<file path="config.mk">
export PLATFORM = sky130hd
export DESIGN_NAME = tsh_top
export DESIGN_NICKNAME = d
export VERILOG_FILES = /design/src/rtl/tsh_pkg.sv /design/src/rtl/tsh_sync.sv /design/src/rtl/tsh_top.sv
export VERILOG_INCLUDE_DIRS = /design/src /design/src/rtl
export SDC_FILE = /design/constraint.sdc
export NUM_CORES = 1
export LEC_CHECK = 0
export BUFFER_PORTS_ARGS = -buffer_cell sky130_fd_sc_hd__buf_4
export CAP_MARGIN = 10
export CORE_MARGIN = 10
export CORE_UTILIZATION = 60
export CTS_CLUSTER_SIZE = 14
export DETAILED_ROUTE_END_ITERATION = 10
export MAX_ROUTING_LAYER = met4
export PLACE_DENSITY = 0.91
export SETUP_SLACK_MARGIN = 0.02
export SKIP_LAST_GASP = 1
export SYNTH_ARGS = -nofsm -noshare
export SYNTH_HDL_FRONTEND = slang
export SYNTH_SLANG_ARGS = --single-unit
</file>
<file path="constraint.sdc">
create_clock -name aclk -period 6 [get_ports aclk]
set_input_delay 0.3 -clock aclk [delete_from_list [all_inputs] [get_ports aclk]]
set_output_delay 0.3 -clock aclk [all_outputs]
set_load 0.05 [all_outputs]
</file>
<file path="src/rtl/tsh_map.svh">
`ifndef TSH_MAP_SVH
`define TSH_MAP_SVH

// register byte offsets
`define TSH_OFF_CTRL 8'h00
`define TSH_OFF_STAT 8'h04
`define TSH_OFF_DATA 8'h08
`define TSH_OFF_RATE 8'h0C

// control register fields
`define TSH_CTL_FLAG 7
`define TSH_CTL_STA 5
`define TSH_CTL_STO 4
`define TSH_CTL_EN 2
`define TSH_CTL_IE 0

// status codes, prescaler bits masked off
`define TSH_STATUS_MASK 8'hF8
`define TSH_CODE_IDLE 8'hF8
`define TSH_CODE_START 8'h08
`define TSH_CODE_RSTART 8'h10
`define TSH_CODE_AW_ACK 8'h18
`define TSH_CODE_AW_NACK 8'h20
`define TSH_CODE_D_ACK 8'h28
`define TSH_CODE_D_NACK 8'h30
`define TSH_CODE_AR_ACK 8'h40
`define TSH_CODE_AR_NACK 8'h48

// half of the fixed 16-cycle part of one serial clock period
`define TSH_HALF_BASE 16'h0008

// bus responses
`define TSH_RESP_OKAY 2'h0
`define TSH_RESP_SLVERR 2'h2

`endif

</file>
<file path="src/rtl/tsh_pkg.sv">
`default_nettype none

package tsh_pkg;

	typedef enum logic [3:0] {
		S_IDLE, S_WAIT, S_STA_A, S_STA_B, S_HOLD, S_BIT_L, S_BIT_H,
		S_ACK_L, S_ACK_H, S_RS_A, S_RS_B, S_STO_A, S_STO_B, S_STO_C
	} tsh_state_t;

	typedef struct packed {
		logic [1:0] s1;
		logic [1:0] s2;
	} tsh_sync_t;

	typedef struct packed {
		tsh_state_t state;
		logic flag;
		logic ie;
		logic en;
		logic sta;
		logic sto;
		logic rs;
		logic rd;
		logic addr_ph;
		logic busy;
		logic [7:0] code;
		logic [7:0] ev;
		logic [1:0] ps;
		logic [7:0] data;
		logic [7:0] sh;
		logic [7:0] br;
		logic [2:0] bitn;
		logic [15:0] cnt;
		logic sda_d;
		logic scl_oe;
		logic sda_oe;
		logic pin_lo;
		logic irq;
		logic awr;
		logic wr;
		logic have_aw;
		logic have_w;
		logic [7:0] awa;
		logic [7:0] wd;
		logic wstb;
		logic bvalid;
		logic [1:0] bresp;
		logic arr;
		logic rvalid;
		logic [31:0] rdata;
		logic [1:0] rresp;
	} tsh_st_t;

endpackage : tsh_pkg

`default_nettype wire

</file>
<file path="src/rtl/tsh_sync.sv">
`default_nettype none

module tsh_sync (
	input wire logic aclk,
	input wire logic aresetn,
	input wire logic [1:0] din,
	output logic [1:0] dout
);
	tsh_pkg::tsh_sync_t r_reg;
	tsh_pkg::tsh_sync_t r_next;

	// second stage is the only reader of the first
	always_comb begin
		r_next = r_reg;
		r_next.s1 = din;
		r_next.s2 = r_reg.s1;
	end

	// reset to released lines so no false start is seen
	always_ff @(posedge aclk) begin
		if (!aresetn) begin
			r_reg <= '1;
		end else begin
			r_reg <= r_next;
		end
	end

	assign dout = r_reg.s2;

endmodule : tsh_sync

`default_nettype wire

</file>
<file path="src/rtl/tsh_top.sv">
// Function
// interrupt out only when flag, interface enable and global enable all set
// with interrupt disabled software polls the flag
// flag set after every bus event
// while flag set, status holds a bus code and block waits
// writing one to flag bit clears the flag
// no bus operation starts while the flag stays set
// clear with start request begins a START at once
// after START, flag set and start-sent code posted
// software loads address with direction into data register first
// after address or data byte, flag set, code shows acknowledge
// clearing flag after data load sends that byte, then flags again
// after a requested STOP the flag stays clear
// clock line held low while the flag is set
// software updates registers, then control write picks the operation
// software masks status with F8 before comparing
// software checks status each step, branches on mismatch
// status code updated the cycle after the flag rises
// flag clear means status shows the no-information code
// start waits until the bus is free
// masked code after START equals 08
// writing zero to flag bit changes nothing and starts nothing; code still stores IE and EN from such a write
`include "tsh_map.svh"
`default_nettype none

module tsh_top (
	input wire logic aclk,
	input wire logic aresetn,
	input wire logic [7:0] s_axi_awaddr,
	input wire logic s_axi_awvalid,
	output logic s_axi_awready,
	input wire logic [31:0] s_axi_wdata,
	input wire logic [3:0] s_axi_wstrb,
	input wire logic s_axi_wvalid,
	output logic s_axi_wready,
	output logic [1:0] s_axi_bresp,
	output logic s_axi_bvalid,
	input wire logic s_axi_bready,
	input wire logic [7:0] s_axi_araddr,
	input wire logic s_axi_arvalid,
	output logic s_axi_arready,
	output logic [31:0] s_axi_rdata,
	output logic [1:0] s_axi_rresp,
	output logic s_axi_rvalid,
	input wire logic s_axi_rready,
	input wire logic cpu_gie,
	input wire logic scl_i,
	output logic scl_o,
	output logic scl_oe,
	input wire logic sda_i,
	output logic sda_o,
	output logic sda_oe,
	output logic irq
);
	tsh_pkg::tsh_st_t r_reg;
	tsh_pkg::tsh_st_t r_next;
	logic [1:0] pins_s;
	logic scl_s;
	logic sda_s;
	logic [15:0] half_len;
	logic tick;
	logic wr_do;
	logic ctl_wr;
	logic op_go;
	logic setf;
	logic [7:0] evc;
	logic ack;
	logic map_ok;

	// both bus lines come from outside the clock domain
	tsh_sync u_sync (
		.aclk(aclk),
		.aresetn(aresetn),
		.din({scl_i, sda_i}),
		.dout(pins_s)
	);
	assign scl_s = pins_s[1];
	assign sda_s = pins_s[0];

	always_comb begin
		r_next = r_reg;
		setf = 1'b0;
		evc = `TSH_CODE_IDLE;
		ack = !sda_s;
		// half period in cycles: 8 + rate * 4^prescale
		half_len = `TSH_HALF_BASE + 16'(16'(r_reg.br) * (16'h0001 << {r_reg.ps, 1'b0}));
		tick = (r_reg.cnt <= 16'h0001);
		if (!tick) begin
			r_next.cnt = r_reg.cnt - 16'h0001;
		end

		// write address and data taken in either order
		if (r_reg.awr && s_axi_awvalid) begin
			r_next.have_aw = 1'b1;
			r_next.awa = s_axi_awaddr;
		end
		if (r_reg.wr && s_axi_wvalid) begin
			r_next.have_w = 1'b1;
			r_next.wd = s_axi_wdata[7:0];
			r_next.wstb = s_axi_wstrb[0];
		end
		wr_do = r_reg.have_aw && r_reg.have_w && !r_reg.bvalid;
		map_ok = (r_reg.awa == `TSH_OFF_CTRL) || (r_reg.awa == `TSH_OFF_STAT) ||
			(r_reg.awa == `TSH_OFF_DATA) || (r_reg.awa == `TSH_OFF_RATE);
		ctl_wr = wr_do && r_reg.wstb && (r_reg.awa == `TSH_OFF_CTRL);
		// one in flag bit clears and launches
		op_go = ctl_wr && r_reg.wd[`TSH_CTL_FLAG];
		if (wr_do) begin
			r_next.have_aw = 1'b0;
			r_next.have_w = 1'b0;
			r_next.bvalid = 1'b1;
			r_next.bresp = map_ok ? `TSH_RESP_OKAY : `TSH_RESP_SLVERR;
			if (r_reg.wstb && r_reg.awa == `TSH_OFF_DATA) begin
				r_next.data = r_reg.wd;
			end
			if (r_reg.wstb && r_reg.awa == `TSH_OFF_RATE) begin
				r_next.br = r_reg.wd;
			end
			if (r_reg.wstb && r_reg.awa == `TSH_OFF_STAT) begin
				r_next.ps = r_reg.wd[1:0];
			end
		end
		// enables always stored, operation bits only with flag one
		if (ctl_wr) begin
			r_next.ie = r_reg.wd[`TSH_CTL_IE];
			r_next.en = r_reg.wd[`TSH_CTL_EN];
		end
		// control write picks the next operation
		if (op_go) begin
			r_next.flag = 1'b0;
			r_next.sta = r_reg.wd[`TSH_CTL_STA];
			r_next.sto = r_reg.wd[`TSH_CTL_STO];
		end
		if (r_reg.bvalid && s_axi_bready) begin
			r_next.bvalid = 1'b0;
		end

		// reads answer one cycle after the address is taken
		if (r_reg.arr && s_axi_arvalid) begin
			r_next.rvalid = 1'b1;
			r_next.rresp = `TSH_RESP_OKAY;
			case (s_axi_araddr)
				`TSH_OFF_CTRL: r_next.rdata = {24'h000000, r_reg.flag, 1'b0, r_reg.sta,
					r_reg.sto, 1'b0, r_reg.en, 1'b0, r_reg.ie};
				// status shows the bus code plus prescaler
				`TSH_OFF_STAT: r_next.rdata = {24'h000000, r_reg.code[7:3], 1'b0, r_reg.ps};
				`TSH_OFF_DATA: r_next.rdata = {24'h000000, r_reg.data};
				`TSH_OFF_RATE: r_next.rdata = {24'h000000, r_reg.br};
				default: begin
					r_next.rdata = 32'h00000000;
					r_next.rresp = `TSH_RESP_SLVERR;
				end
			endcase
		end else if (r_reg.rvalid && s_axi_rready) begin
			r_next.rvalid = 1'b0;
		end

		// track bus busy from observed start and stop
		r_next.sda_d = sda_s;
		if (scl_s && r_reg.sda_d && !sda_s) begin
			r_next.busy = 1'b1;
		end else if (scl_s && !r_reg.sda_d && sda_s) begin
			r_next.busy = 1'b0;
		end

		case (r_reg.state)
			tsh_pkg::S_IDLE: begin
				// start request begins at once
				if (op_go && r_reg.wd[`TSH_CTL_STA]) begin
					r_next.state = tsh_pkg::S_WAIT;
					r_next.rs = 1'b0;
				end
			end
			tsh_pkg::S_WAIT: begin
				// start only once the bus is free
				if (!r_reg.busy && scl_s && sda_s) begin
					r_next.state = tsh_pkg::S_STA_A;
					r_next.cnt = half_len;
				end
			end
			tsh_pkg::S_STA_A: begin
				if (tick) begin
					r_next.state = tsh_pkg::S_STA_B;
					r_next.cnt = half_len;
				end
			end
			tsh_pkg::S_STA_B: begin
				// start sent, flag and code
				if (tick) begin
					setf = 1'b1;
					// plain start posts 08
					evc = r_reg.rs ? `TSH_CODE_RSTART : `TSH_CODE_START;
					r_next.addr_ph = 1'b1;
					r_next.sta = 1'b0;
					r_next.state = tsh_pkg::S_HOLD;
				end
			end
			tsh_pkg::S_HOLD: begin
				// leave only on a clearing control write or when the block is disabled
				if (op_go) begin
					if (r_reg.wd[`TSH_CTL_STO]) begin
						r_next.state = tsh_pkg::S_STO_A;
					end else if (r_reg.wd[`TSH_CTL_STA]) begin
						r_next.state = tsh_pkg::S_RS_A;
						r_next.rs = 1'b1;
					end else begin
						// send the byte now in the data register
						r_next.state = tsh_pkg::S_BIT_L;
						r_next.sh = r_reg.data;
						r_next.rd = r_reg.data[0];
						r_next.bitn = 3'h7;
					end
					r_next.cnt = half_len;
				end
			end
			tsh_pkg::S_BIT_L: begin
				if (tick) begin
					r_next.state = tsh_pkg::S_BIT_H;
					r_next.cnt = half_len;
				end
			end
			tsh_pkg::S_BIT_H: begin
				// a slave holding the clock low stretches the high half
				if (!scl_s) begin
					r_next.cnt = r_reg.cnt;
				end else if (tick) begin
					r_next.cnt = half_len;
					if (r_reg.bitn == 3'h0) begin
						r_next.state = tsh_pkg::S_ACK_L;
					end else begin
						r_next.state = tsh_pkg::S_BIT_L;
						r_next.bitn = r_reg.bitn - 3'h1;
						r_next.sh = {r_reg.sh[6:0], 1'b0};
					end
				end
			end
			tsh_pkg::S_ACK_L: begin
				if (tick) begin
					r_next.state = tsh_pkg::S_ACK_H;
					r_next.cnt = half_len;
				end
			end
			tsh_pkg::S_ACK_H: begin
				if (!scl_s) begin
					r_next.cnt = r_reg.cnt;
				end else if (tick) begin
					// code carries the acknowledge seen
					setf = 1'b1;
					if (!r_reg.addr_ph) begin
						evc = ack ? `TSH_CODE_D_ACK : `TSH_CODE_D_NACK;
					end else if (r_reg.rd) begin
						evc = ack ? `TSH_CODE_AR_ACK : `TSH_CODE_AR_NACK;
					end else begin
						evc = ack ? `TSH_CODE_AW_ACK : `TSH_CODE_AW_NACK;
					end
					r_next.addr_ph = 1'b0;
					r_next.state = tsh_pkg::S_HOLD;
				end
			end
			tsh_pkg::S_RS_A: begin
				if (tick) begin
					r_next.state = tsh_pkg::S_RS_B;
					r_next.cnt = half_len;
				end
			end
			tsh_pkg::S_RS_B: begin
				if (!scl_s) begin
					r_next.cnt = r_reg.cnt;
				end else if (tick) begin
					r_next.state = tsh_pkg::S_STA_A;
					r_next.cnt = half_len;
				end
			end
			tsh_pkg::S_STO_A: begin
				if (tick) begin
					r_next.state = tsh_pkg::S_STO_B;
					r_next.cnt = half_len;
				end
			end
			tsh_pkg::S_STO_B: begin
				if (!scl_s) begin
					r_next.cnt = r_reg.cnt;
				end else if (tick) begin
					r_next.state = tsh_pkg::S_STO_C;
					r_next.cnt = half_len;
				end
			end
			tsh_pkg::S_STO_C: begin
				// stop done, flag left clear
				if (tick) begin
					r_next.sto = 1'b0;
					r_next.rs = 1'b0;
					r_next.state = r_reg.sta ? tsh_pkg::S_WAIT : tsh_pkg::S_IDLE;
				end
			end
			default: r_next.state = tsh_pkg::S_IDLE;
		endcase

		// hardware set wins over a clear in the same cycle
		if (setf) begin
			r_next.flag = 1'b1;
			r_next.ev = evc;
		end
		// disabling abandons any transfer; the enable being written counts, so one
		// control write can both enable the block and request a start
		if (!r_next.en) begin
			r_next.state = tsh_pkg::S_IDLE;
		end

		// code lags flag, idle otherwise
		r_next.code = r_reg.flag ? r_reg.ev : `TSH_CODE_IDLE;
		// interrupt gated by both enables
		r_next.irq = r_reg.flag && r_reg.ie && cpu_gie;

		// clock low while the flag is set
		case (r_next.state)
			tsh_pkg::S_STA_B, tsh_pkg::S_HOLD, tsh_pkg::S_BIT_L, tsh_pkg::S_ACK_L,
			tsh_pkg::S_RS_A, tsh_pkg::S_STO_A: r_next.scl_oe = 1'b1;
			default: r_next.scl_oe = r_next.flag;
		endcase
		case (r_next.state)
			tsh_pkg::S_STA_A, tsh_pkg::S_STA_B, tsh_pkg::S_STO_A,
			tsh_pkg::S_STO_B: r_next.sda_oe = 1'b1;
			tsh_pkg::S_BIT_L, tsh_pkg::S_BIT_H: r_next.sda_oe = !r_next.sh[7];
			tsh_pkg::S_HOLD: r_next.sda_oe = r_reg.sda_oe;
			default: r_next.sda_oe = 1'b0;
		endcase
		r_next.pin_lo = 1'b0;

		// channel readies follow the held state
		r_next.awr = !r_next.have_aw && !r_next.bvalid;
		r_next.wr = !r_next.have_w && !r_next.bvalid;
		r_next.arr = !r_next.rvalid;
	end

	always_ff @(posedge aclk) begin
		if (!aresetn) begin
			r_reg <= '0;
			r_reg.code <= `TSH_CODE_IDLE;
		end else begin
			r_reg <= r_next;
		end
	end

	// every output is a field of the state register
	assign s_axi_awready = r_reg.awr;
	assign s_axi_wready = r_reg.wr;
	assign s_axi_bvalid = r_reg.bvalid;
	assign s_axi_bresp = r_reg.bresp;
	assign s_axi_arready = r_reg.arr;
	assign s_axi_rvalid = r_reg.rvalid;
	assign s_axi_rdata = r_reg.rdata;
	assign s_axi_rresp = r_reg.rresp;
	assign scl_o = r_reg.pin_lo;
	assign sda_o = r_reg.pin_lo;
	assign scl_oe = r_reg.scl_oe;
	assign sda_oe = r_reg.sda_oe;
	assign irq = r_reg.irq;
endmodule : tsh_top

`default_nettype wire

</file>
# After elaboration in Yosys (flattened, before gate mapping)
# Cells that the tools add are included.
# classes
shift	1
bitwise_logic	2
add_sub_neg	3
mul	1
n_eq_ne	41
order_cmp	1
reduce_logical	59
n_mux	89
# ops
op	count
$mux W16	6
$pmux W16 S6	1
$mux W4	21
$mux W8	9
$pmux W4 S14	1
$mux W19	2
$eq A4 B4 Y1 const B	9
$eq A4 B3 Y1 const B	8
$eq A8 B4 Y1 const B	4
$pmux W8 S2	2
$pmux W8 S4	1
$logic_and A1 B1 Y1	24
$mux W1	23
$ne A2 B2 Y1 const B	10
$add A4 B16 Y16 const A	1
$eq A4 B2 Y1 const B	4
$eq A8 B3 Y1 const B	2
$le A16 B1 Y1 const B	1
$logic_not A8 Y1	2
$mul A8 B16 Y16	1
$mux W2	8
$shl A1 B3 Y16 const A	1
$sub A16 B1 Y16 const B	1
$mux W3	5
25 further kinds	50
# word_totals
regBits	143
out_inout_bits	46
inputBits	62

# Depth between registers and ports, before layout
# logic_depth
ltp_word	12
ltp_mapped	18
ltp_nobuf	17

# By module
# Synthesis repeated with hierarchy kept, for this count alone.
# hier_totals
cells_unflattened	811
area_unflattened_um2	6906.6
# modules_own_cells
mod	area_each_um2	instances	cells_per_inst
tsh_top	6801.5	1	803
tsh_sync	105.1	1	8

# Least setup slack after synthesis
# No wires, ideal clock.
# synth_timing
path_kind	register -> register
start	register r_reg[108] in the netlist's numbering
end	register r_reg[79] in the netlist's numbering
stages_incl_launch_ff	18
t_required_ns	5.885
arrival_time_ns	4.007
path_buffers	1
period_less_slack_ns	4.122
path_slack_ns	1.878
path_cell_list	dfxtp_1 > clkbuf_1 > nor2b_1 > and2_1 > ha_1 > ha_1 > inv_1 > fa_1 > inv_1 > fa_1 > ha_1 > a21oi_1 > o211ai_1 > o41ai_1 > o21ai_0 > xnor2_1 > o221ai_1 > and2_1
# synth_between
elab_chain_len	6
elab_cells_between_ends	10
classes_between	1 x add/sub; 1 x mul; 1 x shift; 7 x mux
# synth_lines
item	line	text
from (decl)	tsh_top.sv:55	tsh_pkg::tsh_st_t r_reg;
from (signal assigned)	tsh_top.sv:341	r_reg <= r_next;
$shl A1 B3 Y16 (*)	tsh_top.sv:86	half_len = `TSH_HALF_BASE + 16'(16'(r_reg.br) * (16'h0001 << {r_reg.ps, 1'b0}));
$mul A8 B16 Y16 (*)	tsh_top.sv:86	
$add A4 B16 Y16 (no line) (*)	n/a	
$mux W16 / $mux W19 (equally long branches)	n/a	
$mux W16, on equally long branches	tsh_top.sv:267, tsh_top.sv:224	
$pmux W16 S6 (*)	tsh_top.sv:166	case (r_reg.state)
# Every way passes the cells marked *; elsewhere a longest branch is shown, timed or not. The select of a mux whose other input is x is not followed.
# A chain may end at the register's enable or synchronous reset.

# Worst setup path after layout
# layout_timing
start	register r_reg[109] in the netlist's numbering
end	register r_reg[79] in the netlist's numbering
# The elaborated chain is that of the path after synthesis.

==> impl_metrics.tcl <==
set metrics [dict create \
    postCtsSetupBuffers 0 \
    status "finished, final reports clean" \
    largest_register_ff_count 88 \
    worst_r2r_endpoint "r_reg[79]$_SDFFE_PN0P_" \
    fin_crit_sh_pct 79.4 \
    layout-area-overhead-vs-synth_pct 7.89 \
    crit_path_end_kind "flip-flop" \
    hold_class "in -> reg" \
    totalNegativeSetupSlack_ns 0 \
    largest_net_degree_at_the_start_of_global_routing 73 \
    worst_r2r_path_depth 16 \
    cts_hold_repair_buffers 0 \
    cts_htree_levels 3 \
    hold_path_startpoint "sda_i" \
    worst-setup-path-type "reg -> reg" \
    critical_path.max_fanout 13 \
    drt-vias-per-instance 5.97 \
    max_slew_margin_pct 38.4 \
    grt_setup_unrepaired "false" \
    avgSynthCellArea_um2 8.43 \
    cellLeakagePower_nw 3.25 \
    die_span_in_y_um 126 \
    ir_drop_uv 273 \
    globalplace.congestion 0.932 \
    drt-initial-drc-count 668 \
    grt_antenna_before_repair 0 \
    grt_pass1_vias 5566 \
    clock_insertion_delay_at_the_later_pin_of_the_skew_report_ns 0.36 \
    die_w_um 126 \
    power_density_nw_per_um2 265 \
    min_period_ns 4.77 \
    post_synth_xor_area_fraction_pct 1.54 \
    fin_skew_ns 0.00805 \
    clock_sink_count 110 \
    ant_nets 0 \
    drc 0 \
    yosysSeqAreaShare_pct 32.4 \
    clock_tree.buffer_depth 2 \
    synth_fa_ha_area_share_pct 10.7 \
    placedCellCount 953 \
    maxSlewViolCount 0 \
    worst_pin_slew_ns 0.917 \
    clock-root-buffer "clkbuf_16" \
    number_of_enable_flip_flop_cells_after_synthesis 0 \
    postPlaceCellArea_um2 7040 \
    worst_ep_required_time_ns 6.26 \
    count_of_pins_on_the_block_boundary 108 \
    final_hold_viol_count 0 \
    tritoncts_clock_tree "done" \
    synth_compound_gate_area_share_pct 17.5 \
    post_synth_mux_area_share_pct 5.22 \
    r2r-start "r_reg[109]$_SDFFE_PN0P_" \
    clk_pin_slew_worst_paths_ns 0.08 \
    cts_resized 0 \
    route.vias.total 5782 \
    drive_gt1_share_pct 12.3 \
    final_cell_count_no_fill 969 \
    async_flop_share_pct 0 \
    design_area_um2 7340 \
    cts_inserted_buffers 9 \
    die_area_um2 16000 \
    critical_path_arrival_ns 5.03 \
    floorplan.initialDensity_pct 61.9 \
    postSynthCellCount 807 \
    finalPower_mw 1.95 \
    grt_pass1_wl_um 26600 \
    timing.hold.worst_path_depth 2 \
    max_clock_freq_ghz 0.210 \
    overflow 0 \
    finish.net_count 939 \
    startpoint_type "flip-flop" \
    diodes 0 \
    coreArea_um2 11000 \
    ys_seq_elements 110 \
    hpwl_um 11800 \
    yosys.area_share.simple_pct 24.5 \
    dr.pass1.iters 5 \
    grt_util_all_layers_pct 20.2 \
    yosys_warnings 0 \
    setup_viol 0 \
    netlist_area_um2 6800 \
    port-buffer-count 52 \
    floorplan.rows 38 \
    drv_cap 0 \
    worst-r2r-setup-slack_ns 1.23 \
    routed_wl_um 16300 \
    combinational_family_with_the_most_area_after_synthesis "simple AND/OR/NAND/NOR gates" \
    postSynth.topFlopCell "dfxtp_1" \
    drt-wirelength-per-cell_um 16.8 \
    timing.hold.worst_endpoint "u_sync.r_next[0]$_SDFF_PN1_" \
    synth_cell_types 74 \
]
[report_power, final]
part           leakage, nW  total (mW)  internal [mW]  switching [mW]
clock                0.141       0.591          0.303           0.288
combinational         2.22       0.534          0.203           0.332
sequential           0.893       0.822          0.774          0.0481
[cell families after synthesis]
group	count (synthesis)
muxes	30
and+or+nand+nor	320
other	1
adders and majority gates	53
buffers and inverters	103
DFF	110
AOI/OAI and AO/OA	178
xor gates and xnor gates	12
[metrics by stage]
step / setup WS (ns) / util [%] / hold slack [ns]
final: 1.23 / 66.8 / 0.124
after global routing: 0.835 / 66.8 / 0.129
after CTS: 1.27 / 66.8 / 0.117
after detailed placement: 1.31 / 64.1 / 0.399
after global placement: 1.42 / 64.1 / 0.390
after floorplan: 1.88 / - / 0.386
[metal layers]
layer	part of all wire [%]	GRT usage (%)
met1	42	23.8
met2	49	32.3
met3	5.7	4.66
met4	3.0	8.77
met5	0	-
[area by class of cell]
cell class	instances	area [um2]
inverters	27	101
multi-input cells	621	4150
clock buffers	11	243
well taps	140	175
clock inverters	5	52.6
flip-flops and latches	110	2200
fillers	841	3640
repair buffers	55	413
[critical path: stages (launching register included)]
cell	delay [ns]
dfxtp_1	0.55
nor2b_1	0.46
and2_1	0.20
ha_1	0.23
ha_1	0.28
inv_1	0.04
fa_1	0.47
inv_1	0.05
fa_1	0.43
ha_1	0.33
a21oi_1	0.25
o211ai_1	0.17
o41ai_1	0.47
o21ai_0	0.23
xnor2_1	0.18
o221ai_1	0.12
and2_1	0.20
[cell usage after synthesis, types with 4 or more instances]
cell type  instances  area share (%)
o22ai_1            4            0.37
a31oi_1            6            0.55
buf_2              4            0.29
inv_1             26             1.4
nand4_1            5            0.46
mux2_2             4            0.66
mux2i_1           22             3.2
xor2_1             5            0.64
a21boi_0          19             2.1
a211oi_1           6            0.66
nand2_1           94             5.2
dfxtp_1          110              32
xnor2_1            7            0.90
buf_4             38             4.2
o211ai_1           4            0.44
and3_1            13             1.2
nor4_1            10            0.92
ha_1              44             8.1
clkbuf_1          31             1.7
and2_1            40             3.7
o21ai_0           33             2.4
a22oi_1           18             2.0
o31ai_1            4            0.44
fa_1               9             2.6
or2_2             11             1.0
mux4_2             4             1.3
nand3_1           19             1.4
o21bai_1           4            0.44
nor2_1            54             3.0
nor3_1            17             1.3
nand2b_1           9            0.83
a21oi_1           46             3.4
nor2b_1           21             1.9
[worst max-delay path by stage]
stage,startpoint,endpoint,slack (ns),cells after the start
global route,r_reg[108]$_SDFFE_PN0P_,r_reg[79]$_SDFFE_PN0P_,0.83,16
detailed placement,r_reg[108]$_SDFFE_PN0P_,r_reg[79]$_SDFFE_PN0P_,1.31,16
floorplan,r_reg[108]$_SDFFE_PN0P_,r_reg[79]$_SDFFE_PN0P_,1.88,17
CTS,r_reg[108]$_SDFFE_PN0P_,r_reg[79]$_SDFFE_PN0P_,1.27,16
finish,r_reg[109]$_SDFFE_PN0P_,r_reg[79]$_SDFFE_PN0P_,1.23,16
global placement,r_reg[108]$_SDFFE_PN0P_,r_reg[79]$_SDFFE_PN0P_,1.42,16
[cells in the final DEF (no fill, tap or decap), types with 7 or more instances in the layout]
master     instances
a21boi_0          19
a21oi_1           46
a22oi_1           18
and2_1            40
and3_1            13
buf_4             55
clkbuf_16          9
conb_1            28
dfxtp_1          110
fa_1               9
ha_1              44
inv_1             26
mux2i_1           22
nand2_1           94
nand2b_1           9
nand3_1           19
nor2_1            54
nor2b_1           21
nor3_1            17
nor4_1            10
o21ai_0           33
or2_2             11
xnor2_1            7
No activity file was read; power rests on OpenSTA's default activity.
